<file path="config.mk">
export PLATFORM = sky130hd
export DESIGN_NAME = tzs_tx_conditioner
export DESIGN_NICKNAME = d
export VERILOG_FILES = /design/src/rtl/tzs_pkg.sv /design/src/rtl/tzs_octet_if.sv /design/src/rtl/tzs_skid_buf.sv /design/src/rtl/tzs_sig_stamp.sv /design/src/rtl/tzs_tx_conditioner.sv
export SDC_FILE = /design/constraint.sdc
export NUM_CORES = 1
export LEC_CHECK = 0
export ABC_AREA = 1
export BUFFER_PORTS_ARGS = -buffer_cell sky130_fd_sc_hd__buf_2
export CAP_MARGIN = 20
export CORE_MARGIN = 5
export CORE_UTILIZATION = 45
export DETAILED_ROUTE_END_ITERATION = 10
export GPL_ROUTABILITY_DRIVEN = 0
export GPL_TIMING_DRIVEN = 1
export HOLD_SLACK_MARGIN = 0.05
export PLACE_DENSITY_LB_ADDON = 0.05
export RECOVER_POWER = 100
export SLEW_MARGIN = 5
export SYNTH_ARGS = -nofsm -noshare
export SYNTH_HDL_FRONTEND = slang
export SYNTH_SLANG_ARGS = --single-unit
</file>
<file path="constraint.sdc">
create_clock -name clock -period 7.7 [get_ports clock]
set_input_delay 0.385 -clock clock [delete_from_list [all_inputs] [get_ports clock]]
set_output_delay 0.385 -clock clock [all_outputs]
set_load 0.01 [all_outputs]
</file>
<file path="src/rtl/tzs_pkg.sv">
// Constants for the transmit zero suppression and robbed-bit insertion block.
// Assumes one 100 MHz clock and a byte-wide indirect register port.
package tzs_pkg;
  localparam int NUM_TS = 24;
  localparam int FRAMES_SF = 12;
  localparam int FRAMES_ESF = 24;
  // Register regions: channel control at index 0x00, signaling control at 0x40.
  localparam logic [7:0] CHAN_CTRL_BASE = 8'h00;
  localparam logic [7:0] SIG_CTRL_BASE = 8'h40;
  localparam logic [7:0] IFACE_CTRL_ADDR = 8'h20;
  localparam logic [7:0] REG_RESET = 8'h00;
  // Channel control fields.
  localparam int ZCS_LSB = 4;
  // Signaling control fields.
  localparam int SIG_A_BIT = 7;
  localparam int SIG_B_BIT = 6;
  localparam int SIG_C_BIT = 5;
  localparam int SIG_D_BIT = 4;
  localparam int SIG_MODE_LSB = 0;
  // Interface control field.
  localparam int FRAC_BIT = 4;
  localparam logic [7:0] FIXED_OCTET = 8'h98;
  typedef enum logic [1:0] {
    TZS_ZCS_NONE = 2'h0,
    TZS_ZCS_BIT7 = 2'h1,
    TZS_ZCS_BIT8 = 2'h2,
    TZS_ZCS_FIXED = 2'h3
  } tzs_zcs_e;
  // Signaling modes in bits 1:0 of the signaling control register.
  typedef enum logic [1:0] {
    TZS_SIG_TRANSP = 2'h0,
    TZS_SIG_TWO = 2'h1,
    TZS_SIG_FOUR = 2'h2,
    TZS_SIG_SIXTEEN = 2'h3
  } tzs_sig_e;
  // Signaling source in bits 3:2 of the signaling control register.
  localparam int SRC_LSB = 2;
  localparam logic [1:0] SRC_REG = 2'h0;
  localparam logic [1:0] SRC_PIN = 2'h1;
  localparam logic [1:0] SRC_PCM = 2'h2;
  typedef enum logic [1:0] {
    TZS_FMT_N = 2'h0,
    TZS_FMT_SF = 2'h1,
    TZS_FMT_ESF = 2'h2
  } tzs_fmt_e;
endpackage : tzs_pkg

</file>
<file path="src/rtl/tzs_octet_if.sv">
// Octet hand-off between the serial front end, the buffer and the output.
// Assumes valid/ready transfer on the single block clock.
`timescale 1ns/1ps
`default_nettype none
interface tzs_octet_if;
  logic valid;
  logic ready;
  logic [7:0] data;
  logic [4:0] slot;
  logic [4:0] frame;
  logic sig_bit;
  modport src (output valid, output data, output slot, output frame, output sig_bit, input ready);
  modport dst (input valid, input data, input slot, input frame, input sig_bit, output ready);
endinterface : tzs_octet_if
`default_nettype wire

</file>
<file path="src/rtl/tzs_skid_buf.sv">
// Two-entry buffer for captured octets with their timeslot and frame tags.
// Assumes source and sink share the block clock.
`timescale 1ns/1ps
`default_nettype none
module tzs_skid_buf #(
  parameter int DEPTH = 2,
  parameter int WIDTH = 19
) (
  input wire logic clock,
  input wire logic sys_rst,
  tzs_octet_if.dst in_if,
  tzs_octet_if.src out_if
);
  localparam int AW = $clog2(DEPTH);
  if (DEPTH != 2 || WIDTH != 19) begin : g_bad_cfg
    $error("tzs_skid_buf supports two entries of 19 bits only");
  end
  logic [WIDTH-1:0] mem_q [DEPTH];
  logic [AW-1:0] wr_q;
  logic [AW-1:0] rd_q;
  logic [AW:0] cnt_q;
  wire push = in_if.valid && in_if.ready;
  wire pop = out_if.valid && out_if.ready;
  wire [WIDTH-1:0] head = mem_q[rd_q];
  assign in_if.ready = (cnt_q != (AW+1)'(DEPTH));
  assign out_if.valid = (cnt_q != '0);
  assign out_if.data = head[7:0];
  assign out_if.slot = head[12:8];
  assign out_if.frame = head[17:13];
  assign out_if.sig_bit = head[18];
  always_ff @(posedge clock) begin
    if (sys_rst) begin
      wr_q <= '0;
      rd_q <= '0;
      cnt_q <= '0;
    end else begin
      if (push) begin
        mem_q[wr_q] <= {in_if.sig_bit, in_if.frame, in_if.slot, in_if.data};
        wr_q <= wr_q + 1'b1;
      end
      if (pop) begin
        rd_q <= rd_q + 1'b1;
      end
      cnt_q <= cnt_q + (AW+1)'(push) - (AW+1)'(pop);
    end
  end
endmodule : tzs_skid_buf
`default_nettype wire

</file>
<file path="src/rtl/tzs_sig_stamp.sv">
// Robbed-bit insertion and zero code suppression for one buffered octet.
// Assumes register values are stable around the octet being released.
`timescale 1ns/1ps
`default_nettype none
module tzs_sig_stamp (
  input wire logic [7:0] octet,
  input wire logic [4:0] frame,
  input wire logic ext_bit,
  input wire logic [1:0] fmt,
  input wire logic [7:0] chan_ctrl,
  input wire logic [7:0] sig_ctrl,
  output logic [7:0] result
);
  wire [1:0] zcs = chan_ctrl[tzs_pkg::ZCS_LSB +: 2];
  wire [1:0] mode = sig_ctrl[tzs_pkg::SIG_MODE_LSB +: 2];
  wire [1:0] src = sig_ctrl[tzs_pkg::SRC_LSB +: 2];
  wire is_sf = (fmt == tzs_pkg::TZS_FMT_SF);
  wire is_esf = (fmt == tzs_pkg::TZS_FMT_ESF);
  wire f6 = (frame == 5'd5);
  wire f12 = (frame == 5'd11);
  wire f18 = (frame == 5'd17);
  wire f24 = (frame == 5'd23);
  // Frame counter is zero based, so frame 6 is count 5.
  wire sig_frame = (is_sf && (f6 || f12)) || (is_esf && (f6 || f12 || f18 || f24));
  wire bit_a = sig_ctrl[tzs_pkg::SIG_A_BIT];
  wire bit_b = sig_ctrl[tzs_pkg::SIG_B_BIT];
  wire bit_c = sig_ctrl[tzs_pkg::SIG_C_BIT];
  wire bit_d = sig_ctrl[tzs_pkg::SIG_D_BIT];
  logic reg_bit;
  always_comb begin
    reg_bit = bit_a;
    unique case (mode)
      tzs_pkg::TZS_SIG_TWO: reg_bit = bit_a;
      tzs_pkg::TZS_SIG_FOUR: reg_bit = (f12 || f24) ? bit_b : bit_a;
      tzs_pkg::TZS_SIG_SIXTEEN: begin
        // In superframe only A and B are reachable, so C and D are never used.
        if (is_sf) begin
          reg_bit = f12 ? bit_b : bit_a;
        end else begin
          reg_bit = f6 ? bit_a : f12 ? bit_b : f18 ? bit_c : bit_d;
        end
      end
      default: reg_bit = bit_a;
    endcase
  end
  // Embedded signaling from the PCM stream is left untouched.
  wire insert = sig_frame && (mode != tzs_pkg::TZS_SIG_TRANSP) && (src != tzs_pkg::SRC_PCM);
  wire sbit = (src == tzs_pkg::SRC_PIN) ? ext_bit : reg_bit;
  wire [7:0] signed_octet = insert ? {octet[7:1], sbit} : octet;
  wire all_zero = (octet == 8'h00);
  wire lsb_sig = insert ? sbit : octet[0];
  always_comb begin
    result = signed_octet;
    if (all_zero) begin
      unique case (zcs)
        tzs_pkg::TZS_ZCS_NONE: result = signed_octet;
        tzs_pkg::TZS_ZCS_BIT7: result = signed_octet | 8'h02;
        tzs_pkg::TZS_ZCS_BIT8: begin
          if (!sig_frame) begin
            result = 8'h01;
          end else if (!lsb_sig) begin
            result = signed_octet | 8'h02;
          end
        end
        tzs_pkg::TZS_ZCS_FIXED: result = tzs_pkg::FIXED_OCTET;
        default: result = signed_octet;
      endcase
    end
  end
endmodule : tzs_sig_stamp
`default_nettype wire

</file>
<file path="src/rtl/tzs_tx_conditioner.sv">
// Transmit payload conditioner: serial PCM in, conditioned serial PCM out.
// Assumes bit strobes in the clock domain and an 8-bit indirect register port.
`timescale 1ns/1ps
`default_nettype none
// Summary of operation
// - All-zero octets leave no long zero runs except under select 00.
// - Select 00 passes octets unchanged.
// - Select 01 forces bit 7 high.
// - Select 10 stuffs LSB, or bit 7.
// - Select 11 substitutes fixed octet 0x98.
// - Superframe signals in frames 6 and 12.
// - Extended superframe signals in 6,12,18,24.
// - Register source replaces signaling-frame LSB.
// - Bit A at 7, B at 6.
// - Superframe two-code uses A twice.
// - Superframe four-code: A frame 6, B 12.
// - Superframe sixteen-code ignores C and D.
// - Extended two-code uses A in all four.
// - Extended four-code: A 6/18, B 12/24.
// - Extended sixteen-code inserts A, B, C, D.
// - Transparent mode leaves LSBs alone.
// - N framing inserts no signaling bits.
// - Sources: registers, external pin, embedded PCM.
// - Bit C at 5, D at 4.
// - Fractional bit selects pin input or timeslot.
module tzs_tx_conditioner (
  input wire logic clock,
  input wire logic sys_rst,
  input wire logic tx_bit_en,
  input wire logic tx_pcm_serial_in,
  input wire logic frame_sync_in,
  input wire logic [1:0] framing_mode,
  input wire logic ext_signaling_in,
  input wire logic line_ready,
  output logic tx_line_out,
  output logic tx_line_valid,
  output logic tx_timeslot_bit0_out,
  output logic tx_timeslot_bit0_oe_n,
  input wire logic reg_wr,
  input wire logic reg_rd,
  input wire logic [7:0] reg_addr,
  input wire logic [7:0] reg_wdata,
  output logic [7:0] reg_rdata
);
  // Serial data, frame sync and signaling inputs pass two flops before use; tx_bit_en is used directly.
  logic [1:0] ser_s_q;
  logic [1:0] sync_s_q;
  logic [1:0] ext_s_q;
  always_ff @(posedge clock) begin
    if (sys_rst) begin
      ser_s_q <= '0;
      sync_s_q <= '0;
      ext_s_q <= '0;
    end else begin
      ser_s_q <= {ser_s_q[0], tx_pcm_serial_in};
      sync_s_q <= {sync_s_q[0], frame_sync_in};
      ext_s_q <= {ext_s_q[0], ext_signaling_in};
    end
  end
  wire ser_bit = ser_s_q[1];
  wire sync_bit = sync_s_q[1];
  wire ext_bit = ext_s_q[1];

  // Per-timeslot register files and interface control.
  logic [7:0] chan_ctrl_q [tzs_pkg::NUM_TS];
  logic [7:0] sig_ctrl_q [tzs_pkg::NUM_TS];
  logic [7:0] iface_q;
  logic [7:0] rdata_q;
  wire chan_hit = (reg_addr >= tzs_pkg::CHAN_CTRL_BASE) &&
                  (reg_addr < tzs_pkg::CHAN_CTRL_BASE + 8'(tzs_pkg::NUM_TS));
  wire sig_hit = (reg_addr >= tzs_pkg::SIG_CTRL_BASE) &&
                 (reg_addr < tzs_pkg::SIG_CTRL_BASE + 8'(tzs_pkg::NUM_TS));
  wire if_hit = (reg_addr == tzs_pkg::IFACE_CTRL_ADDR);
  wire [4:0] chan_idx = 5'(reg_addr - tzs_pkg::CHAN_CTRL_BASE);
  wire [4:0] sig_idx = 5'(reg_addr - tzs_pkg::SIG_CTRL_BASE);
  wire [7:0] rd_mux = chan_hit ? chan_ctrl_q[chan_idx] :
                      sig_hit ? sig_ctrl_q[sig_idx] :
                      if_hit ? iface_q : 8'h00;
  genvar g;
  generate
    for (g = 0; g < tzs_pkg::NUM_TS; g++) begin : g_regs
      always_ff @(posedge clock) begin
        if (sys_rst) begin
          chan_ctrl_q[g] <= tzs_pkg::REG_RESET;
          sig_ctrl_q[g] <= tzs_pkg::REG_RESET;
        end else if (reg_wr) begin
          if (chan_hit && chan_idx == 5'(g)) begin
            chan_ctrl_q[g] <= reg_wdata;
          end
          if (sig_hit && sig_idx == 5'(g)) begin
            sig_ctrl_q[g] <= reg_wdata;
          end
        end
      end
    end
  endgenerate
  always_ff @(posedge clock) begin
    if (sys_rst) begin
      iface_q <= tzs_pkg::REG_RESET;
      rdata_q <= 8'h00;
    end else begin
      if (reg_wr && if_hit) begin
        iface_q <= reg_wdata;
      end
      if (reg_rd) begin
        rdata_q <= rd_mux;
      end
    end
  end
  assign reg_rdata = rdata_q;

  // Deserialiser with timeslot and frame position.
  logic [7:0] shift_q;
  logic [2:0] bit_q;
  logic [4:0] slot_q;
  logic [4:0] frame_q;
  logic pin_sig_q;
  wire frac = iface_q[tzs_pkg::FRAC_BIT];
  wire [4:0] frame_top = (framing_mode == tzs_pkg::TZS_FMT_ESF) ?
                         5'(tzs_pkg::FRAMES_ESF - 1) : 5'(tzs_pkg::FRAMES_SF - 1);
  wire octet_done = tx_bit_en && (bit_q == 3'd7);
  wire [7:0] octet_full = {shift_q[6:0], ser_bit};
  // External signaling is sampled at the LSB position of each octet.
  wire cap_sig = tx_bit_en && (bit_q == 3'd7) ? ext_bit : pin_sig_q;
  always_ff @(posedge clock) begin
    if (sys_rst) begin
      shift_q <= 8'h00;
      bit_q <= 3'd0;
      slot_q <= 5'd0;
      frame_q <= 5'd0;
      pin_sig_q <= 1'b0;
    end else if (tx_bit_en) begin
      shift_q <= octet_full;
      pin_sig_q <= cap_sig;
      if (sync_bit) begin
        bit_q <= 3'd1;
        slot_q <= 5'd0;
        frame_q <= 5'd0;
      end else begin
        bit_q <= bit_q + 3'd1;
        if (bit_q == 3'd7) begin
          if (slot_q == 5'(tzs_pkg::NUM_TS - 1)) begin
            slot_q <= 5'd0;
            frame_q <= (frame_q == frame_top) ? 5'd0 : frame_q + 5'd1;
          end else begin
            slot_q <= slot_q + 5'd1;
          end
        end
      end
    end
  end

  // Buffer between capture and the line; an octet captured while both entries are full is dropped.
  tzs_octet_if cap_if ();
  tzs_octet_if buf_if ();
  assign cap_if.valid = octet_done && !sync_bit;
  assign cap_if.data = octet_full;
  assign cap_if.slot = slot_q;
  assign cap_if.frame = frame_q;
  assign cap_if.sig_bit = ext_bit;
  tzs_skid_buf #(.DEPTH(2), .WIDTH(19)) u_buf (
    .clock(clock),
    .sys_rst(sys_rst),
    .in_if(cap_if),
    .out_if(buf_if)
  );

  wire [7:0] stamped;
  tzs_sig_stamp u_stamp (
    .octet(buf_if.data),
    .frame(buf_if.frame),
    .ext_bit(buf_if.sig_bit),
    .fmt(framing_mode),
    .chan_ctrl(chan_ctrl_q[buf_if.slot]),
    .sig_ctrl(sig_ctrl_q[buf_if.slot]),
    .result(stamped)
  );

  // Output serialiser, MSB first, one bit per accepted line cycle.
  typedef enum logic [1:0] {
    TZS_IDLE = 2'b01,
    TZS_SEND = 2'b10
  } tzs_out_e;
  tzs_out_e st_q;
  logic [7:0] out_sh_q;
  logic [2:0] out_cnt_q;
  logic line_q;
  logic lvalid_q;
  logic ts0_q;
  logic oe_n_q;
  // A new octet waits until the last bit of the previous one has been taken by the line.
  assign buf_if.ready = (st_q == TZS_IDLE) && (line_ready || !lvalid_q);
  always_ff @(posedge clock) begin
    if (sys_rst) begin
      st_q <= TZS_IDLE;
      out_sh_q <= 8'h00;
      out_cnt_q <= 3'd0;
      line_q <= 1'b0;
      lvalid_q <= 1'b0;
    end else begin
      unique case (st_q)
        TZS_IDLE: begin
          if (line_ready || !lvalid_q) begin
            lvalid_q <= 1'b0;
            if (buf_if.valid) begin
              out_sh_q <= stamped;
              out_cnt_q <= 3'd0;
              st_q <= TZS_SEND;
            end
          end
        end
        TZS_SEND: begin
          if (line_ready || !lvalid_q) begin
            line_q <= out_sh_q[7];
            lvalid_q <= 1'b1;
            out_sh_q <= {out_sh_q[6:0], 1'b0};
            out_cnt_q <= out_cnt_q + 3'd1;
            if (out_cnt_q == 3'd7) begin
              st_q <= TZS_IDLE;
            end
          end
        end
      endcase
    end
  end
  // Shared pin: driven with the timeslot LSB unless it serves as signaling input.
  always_ff @(posedge clock) begin
    if (sys_rst) begin
      ts0_q <= 1'b0;
      oe_n_q <= 1'b0;
    end else begin
      ts0_q <= frac ? 1'b0 : slot_q[0];
      oe_n_q <= frac;
    end
  end
  assign tx_line_out = line_q;
  assign tx_line_valid = lvalid_q;
  assign tx_timeslot_bit0_out = ts0_q;
  assign tx_timeslot_bit0_oe_n = oe_n_q;
endmodule : tzs_tx_conditioner
`default_nettype wire

</file>
Yosys cells after proc, flatten, opt, wreduce, memory -nomap -nowiden:

Memories as Yosys holds them, arrays and structs flattened. A register that Yosys moved wholly into a read port is not among the register bits.
Index checks and enable logic that the tools add are counted.

* add/subtract/negate cells: 9
* reduce and logical (&&, ||, !) cells: 83
* multiplexer cells: 289
* eq/ne operators: 71
* bitwise logic cells: 48
* $lt $le $gt $ge: 4

Operators by type and width (number)
* $mux W8: 56
* $mux W1: 210
* $eq A5 B5 Y1 const B: 19
* $eq A5 B4 Y1 const B: 17
* $logic_and A1 B1 Y1: 60
* $or A1 B1 Y1: 48
* $eq A5 B3 Y1 const B: 9
* $mux W5: 8
* $pmux W8 S4: 1
* $eq A5 B2 Y1 const B: 4
* $pmux W8 S2: 1
* $eq A2 B2 Y1 const B: 6
* $mux W3: 4
* $add A5 B1 Y5 const B: 2
* $eq A5 B1 Y1 const B: 2
* $logic_not A5 Y1: 2
* $mux W2: 5
* $eq A2 B1 Y1 const B: 4
* $eq A8 B6 Y1 const B: 1
* $ge A8 B1 Y1 const B: 1
* $ge A8 B7 Y1 const B: 1
* $logic_not A8 Y1: 1
* $lt A8 B5 Y1 const B: 1
* $lt A8 B7 Y1 const B: 1
* 20 further kinds: 40

* register bits: 63
* input bits: 27
* memory bits (writable): 422
* word-level logic and storage cells: 526
* memories kept: 3
* output and inout port bits: 12

Memory list
* chan_ctrl_q: depth 24, bits a word 8, rd ports 2, clocked after memory_dff 0, wr ports 24, RTL line tzs_tx_conditioner.sv:65 `logic [7:0] chan_ctrl_q [tzs_pkg::NUM_TS];`
* sig_ctrl_q: depth 24, bits a word 8, rd ports 2, clocked after memory_dff 0, wr ports 24, RTL line tzs_tx_conditioner.sv:66 `logic [7:0] sig_ctrl_q [tzs_pkg::NUM_TS];`
* u_buf.mem_q: depth 2, bits a word 19, rd ports 1, clocked after memory_dff 1, wr ports 1, RTL line tzs_skid_buf.sv:18 `logic [WIDTH-1:0] mem_q [DEPTH];`

Logic depth before layout (Yosys ltp):

* depth in word-level cells: 16
* gate-level depth with buffers: 26
* mapped depth without buffers: 24

Modules after synthesis:

From an unflattened synthesis, not the netlist that was laid out.

* cells, all modules: 3168
* area total of the unflattened synthesis: 26040.0 µm²

Modules (own cells, without submodules)
* tzs_tx_conditioner: cells an instance 2974, instances 1, area each 23930.5 µm²
* tzs_skid_buf: cells an instance 98, instances 1, area each 1677.9 µm²
* tzs_sig_stamp: cells an instance 96, instances 1, area each 431.7 µm²

Worst setup path before layout:

No wires, ideal clock.

* path kind: input to register
* start: input tx_bit_en
* end: memory u_buf.mem_q[1][0] (enable)
* arrival time: 2.639 ns
* setup slack: 4.642 ns
* data required time: 7.281 ns
* cell stages on the path: 9
* buffers on the path: 1
* cells stage by stage: inv_1 -> clkbuf_1 -> nor2_1 -> inv_1 -> nor2_1 -> inv_1 -> a21oi_1 -> inv_1 -> nor3_1

* cells in the longest elaborated chain, start to end: 6

RTL lines
* start, declared: RTL line tzs_tx_conditioner.sv:29 `input wire logic tx_bit_en,`
* $logic_and A1 B1 Y1
* $logic_and A1 B1 Y1: RTL line tzs_tx_conditioner.sv:156 `assign cap_if.valid = octet_done && !sync_bit;`
* $logic_and A1 B1 Y1: RTL line tzs_skid_buf.sv:22 `wire push = in_if.valid && in_if.ready;`
* net u_buf.push: RTL line tzs_skid_buf.sv:22
* $mux W1: RTL line tzs_skid_buf.sv:37 `if (push) begin`
* $mux W1: RTL line tzs_skid_buf.sv:32 `if (sys_rst) begin`
* $mux W1 (not written as such): RTL line tzs_skid_buf.sv:38 `mem_q[wr_q] <= {in_if.sig_bit, in_if.frame, in_if.slot, in_if.data};`
* end, declared: RTL line tzs_skid_buf.sv:18

The timed path passes the listed nets, and every way through them passes these cells.

==> flow_metrics.env <==
export IMPL_synth_common_cells="507 x nor2_1, 433 x nand2_1, 422 x edfxtp_1, 241 x nand3_1, 165 x a22oi_1"
export IMPL_p_comb_share_pct=23.5
export IMPL_ff2ff_path_depth=21
export IMPL_postRouteAntennaNets=0
export IMPL_netlist_area_leader_share_pct=54.3
export IMPL_worstPathMaxFanout=61
export IMPL_port_buffers=38
export IMPL_hpwl_um=47400
export IMPL_synth_async_reset_ratio_pct=0
export IMPL_grt_max_degree=80
export IMPL_synthAdderAreaFrac_pct=0.429
export IMPL_hold_path_class="input port to register"
export IMPL_synth_cells=2447
export IMPL_finalSetupViolations=0
export IMPL_synth_cell_types=57
export IMPL_firstDrtPassIters=7
export IMPL_via_per_inst=5.97
export IMPL_setup_tns_ps=0
export IMPL_worstSetupPathType="register to register"
export IMPL_worstPathArrival_ps=6120
export IMPL_yosysTopAreaCell="edfxtp_1"
export IMPL_drv_slew=197
export IMPL_clk_latency_ps=610
export IMPL_min_delay_start="reg_wdata[4]"
export IMPL_p_clk_share_pct=34.2
export IMPL_crit_family="simple AND/OR/NAND/NOR gates"
export IMPL_grt_pass1_wl_um=113000
export IMPL_period_share_pct=73.9
export IMPL_r2r_setup_slack_ps=2010
export IMPL_crit_required_ps=8130
export IMPL_num_rows=83
export IMPL_ys_warnings_count=0
export IMPL_start_kind="register"
export IMPL_drcViolationCount=0
export IMPL_area_growth_pct=9.40
export IMPL_period_needed_ps=5690
export IMPL_synth_xor_area_share_pct=0.113
export IMPL_synth_compound_area_share_pct=13.0
export IMPL_grt_use_total_pct=25.9
export IMPL_slew_headroom_pct=-51.0
export IMPL_max_stage_delay_ps=1850
export IMPL_grt_ovfl_total=0
export IMPL_synthesis_nets=2482
export IMPL_num_vias=18600
export IMPL_synth_top_family_by_area="simple AND/OR/NAND/NOR gates"
export IMPL_p_sw_uw=2400
export IMPL_die_area_mm2=0.0565
export IMPL_drive_above_1_share_pct=6.77
export IMPL_power_density_mw_per_mm2=286
export IMPL_p_sw_share_pct=32.9
export IMPL_finClkSkew_ps=19.9
export IMPL_crit_slowest_cell="nand2_1"
export IMPL_die_h_um=238
export IMPL_cts_buffers=54
export IMPL_die_x_um=238
export IMPL_drv_cap=3
export IMPL_cts_sinks=486
export IMPL_synthSimpleGateAreaFrac_pct=21.7
export IMPL_cts_tree="done"
export IMPL_ios=39
export IMPL_cts_buffer_depth=3
export IMPL_coreArea_mm2=0.0514
export IMPL_tightestPinTransition_ps=2260
export IMPL_p_leak_uw=0.00932
export IMPL_internal_power_uw=4900
export IMPL_place_inst=3020
export IMPL_ys_seq_elements=486
export IMPL_rsz0062_at_grt="no"
export IMPL_antenna_cells=0
export IMPL_synth_most_common_cell="nor2_1"
export IMPL_ir_drop_mv=0.210
export IMPL_nNetsFinal=2434
export IMPL_r2r_end="out_sh_q[1]"
export IMPL_status="finished with violations"
export IMPL_seqPwrFrac_pct=42.2
export IMPL_synth_flop_cell="edfxtp_1"
export IMPL_hold_viol_final=0
export IMPL_root_buffer="clkbuf_16"
export IMPL_drtIter0Drc=2220
export IMPL_fin_cells=3119
export IMPL_post_cts_buffers=0
export IMPL_cts_max_level=2
export IMPL_path_cells="buf_4 > nand2_1 > nand2_1 > buf_4 > nand2_1 > nand3_1 > o21ai_0 > o211ai_1 > nand2_1 > nand2_1 > nand2_1 > nand2_1 > nand3_1 > nor2_1 > nand2_1 > nand3_1 > nand2_1 > nand2_1 > nand2_1 > nand2_1 > a21oi_2"
export IMPL_syn_area_mm2=0.0233
export IMPL_crit_buf_inv=2
export IMPL_synthMuxAreaShare_pct=0
export IMPL_hold_end="iface_q[4]"
export IMPL_synth_area_leaders="edfxtp_1 54%, nor2_1 8.2%, nand2_1 7.0%"
export IMPL_failed_checks="max-capacitance violations, max-slew violations"
export IMPL_path_clk_slew_ps=60
export IMPL_fmaxAchievable_ghz=0.176
export IMPL_grt_pass1_vias=17900
export IMPL_synth_edf_count=422
export IMPL_worstSetupEndpointType="register"
export IMPL_routed_wl_um=74600
export IMPL_ys_seq_area_share_pct=59.8
export IMPL_critPathMostFrequentCell="nand2_1"
export IMPL_antenna_found_initial=2
export IMPL_avgSynthCellArea_um2=9.54
export IMPL_hold_path_depth=3
export IMPL_initial_core_util_pct=45.4
export IMPL_wl_per_cell_um=23.9
-- worst max path at each step --
stage | start | endpoint | slack [ps] | cells after the start
6_report | register | out_sh_q[1] | 2010 | 21
2_1_floorplan | tx_bit_en | u_buf.mem_q[1][0] | 4640 | 9
4_1_cts | register | out_sh_q[1] | 3630 | 21
3_5_place_dp | register | out_sh_q[1] | 3640 | 21
3_3_place_gp | register | out_sh_q[1] | 3670 | 21
5_1_grt | register | out_sh_q[1] | 1620 | 21
-- per-layer routing --
metal / vias to the layer above / track usage (%) / wire, um
li1: 8543 / - / -
met1: 9047 / 36.0 / 30700
met2: 896 / 40.6 / 34400
met3: 130 / 6.56 / 7440
met4: 4 / 7.38 / 2000
met5: - / 0 / 31
-- logic make-up after synthesis --
| group | after synthesis |
|---|---|
| AND/OR/NAND/NOR | 1227 |
| buffers and inverters | 265 |
| XOR/XNOR | 3 |
| AO/OA/AOI/OAI | 458 |
| flip-flops | 486 |
| adder cells (fa/ha/maj) | 8 |
-- worst min-delay path, delay by kind of cell --
kind                   cells  cell delay [ps]
AOI/OAI and AO/OA          2              210
buffers and inverters      1              130
-- metrics by stage --
stage | utilization [%] | area, um2 | hold slack (ps) | power (uW) | setup slack [ps]
after CTS | 49.8 | 25600 | 134 | 7300 | 3630
final | 49.7 | 25500 | 158 | 7300 | 2010
after detailed placement | 46.4 | 23900 | 397 | 4800 | 3640
after global routing | 49.7 | 25500 | 179 | 7610 | 1620
after global placement | 46.4 | 23800 | 394 | 4790 | 3670
after floorplan | - | 23300 | 388 | 4300 | 4640
-- power groups by stage --
stage | sequential (uW) | clock, uW | combinational (uW)
floorplan | 3110 | 0 | 1190
global placement | 3130 | 0 | 1660
detailed placement | 3130 | 0 | 1670
CTS | 3080 | 2550 | 1680
global route | 3100 | 2640 | 1870
finish | 3080 | 2500 | 1720
-- cell usage in the layout, fill, tap and decap left out, types with 3 or more instances in the layout --
cell type,synthesis,final
nor2_4,1,5
o221ai_1,10,10
nand2_1,433,435
edfxtp_1,422,422
clkinv_2,0,9
clkinv_1,5,13
o2111ai_1,3,3
buf_2,15,26
dfxtp_1,64,64
nand3_1,241,241
nand4_1,14,14
o21ai_0,62,62
o211ai_1,14,14
nor3_1,14,14
dlygate4sd3_1,0,3
clkbuf_16,0,59
a41oi_1,7,7
inv_2,4,14
buf_4,10,24
ha_1,8,8
o21ai_1,38,37
a221oi_1,6,6
nor2_1,507,502
a21oi_1,97,97
clkbuf_8,0,3
o22ai_1,7,7
a211oi_1,6,6
o311ai_0,4,4
or2_1,3,3
a31oi_1,3,3
inv_1,81,71
o41ai_1,8,8
a21boi_0,16,16
a22oi_1,165,165
clkbuf_1,113,28
-- registers in the layout, summed over array words and instances (netlist names), 3 cells and up, named ones only --
signal	flops
out_sh_q	8
out_cnt_q	3
cap_if.slot	5
chan_ctrl_q	192
cap_if.frame	5
u_buf.mem_q	38
sig_ctrl_q	192
shift_q	7
bit_q	3
reg_rdata	8
iface_q	8
-- timing repair --
| action | 4_1_cts | 5_1_grt |
|---|---|---|
| hold buffers | 3 | 0 |
| gates resized for setup | 0 | 0 |
| hold endpoints to repair | 3 | 0 |
-- area by class of cell --
| type | instances | area, um2 |
|---|---|---|
| fillers | 4809 | 25900 |
| flip-flops and latches | 486 | 14000 |
| multi-input cells | 1696 | 8260 |
| clock buffers | 75 | 1570 |
| well taps | 680 | 851 |
| repair buffers | 70 | 429 |
| inverters | 91 | 348 |
| clock inverters | 21 | 133 |
Note: power is estimated with default switching activity, not from simulation.
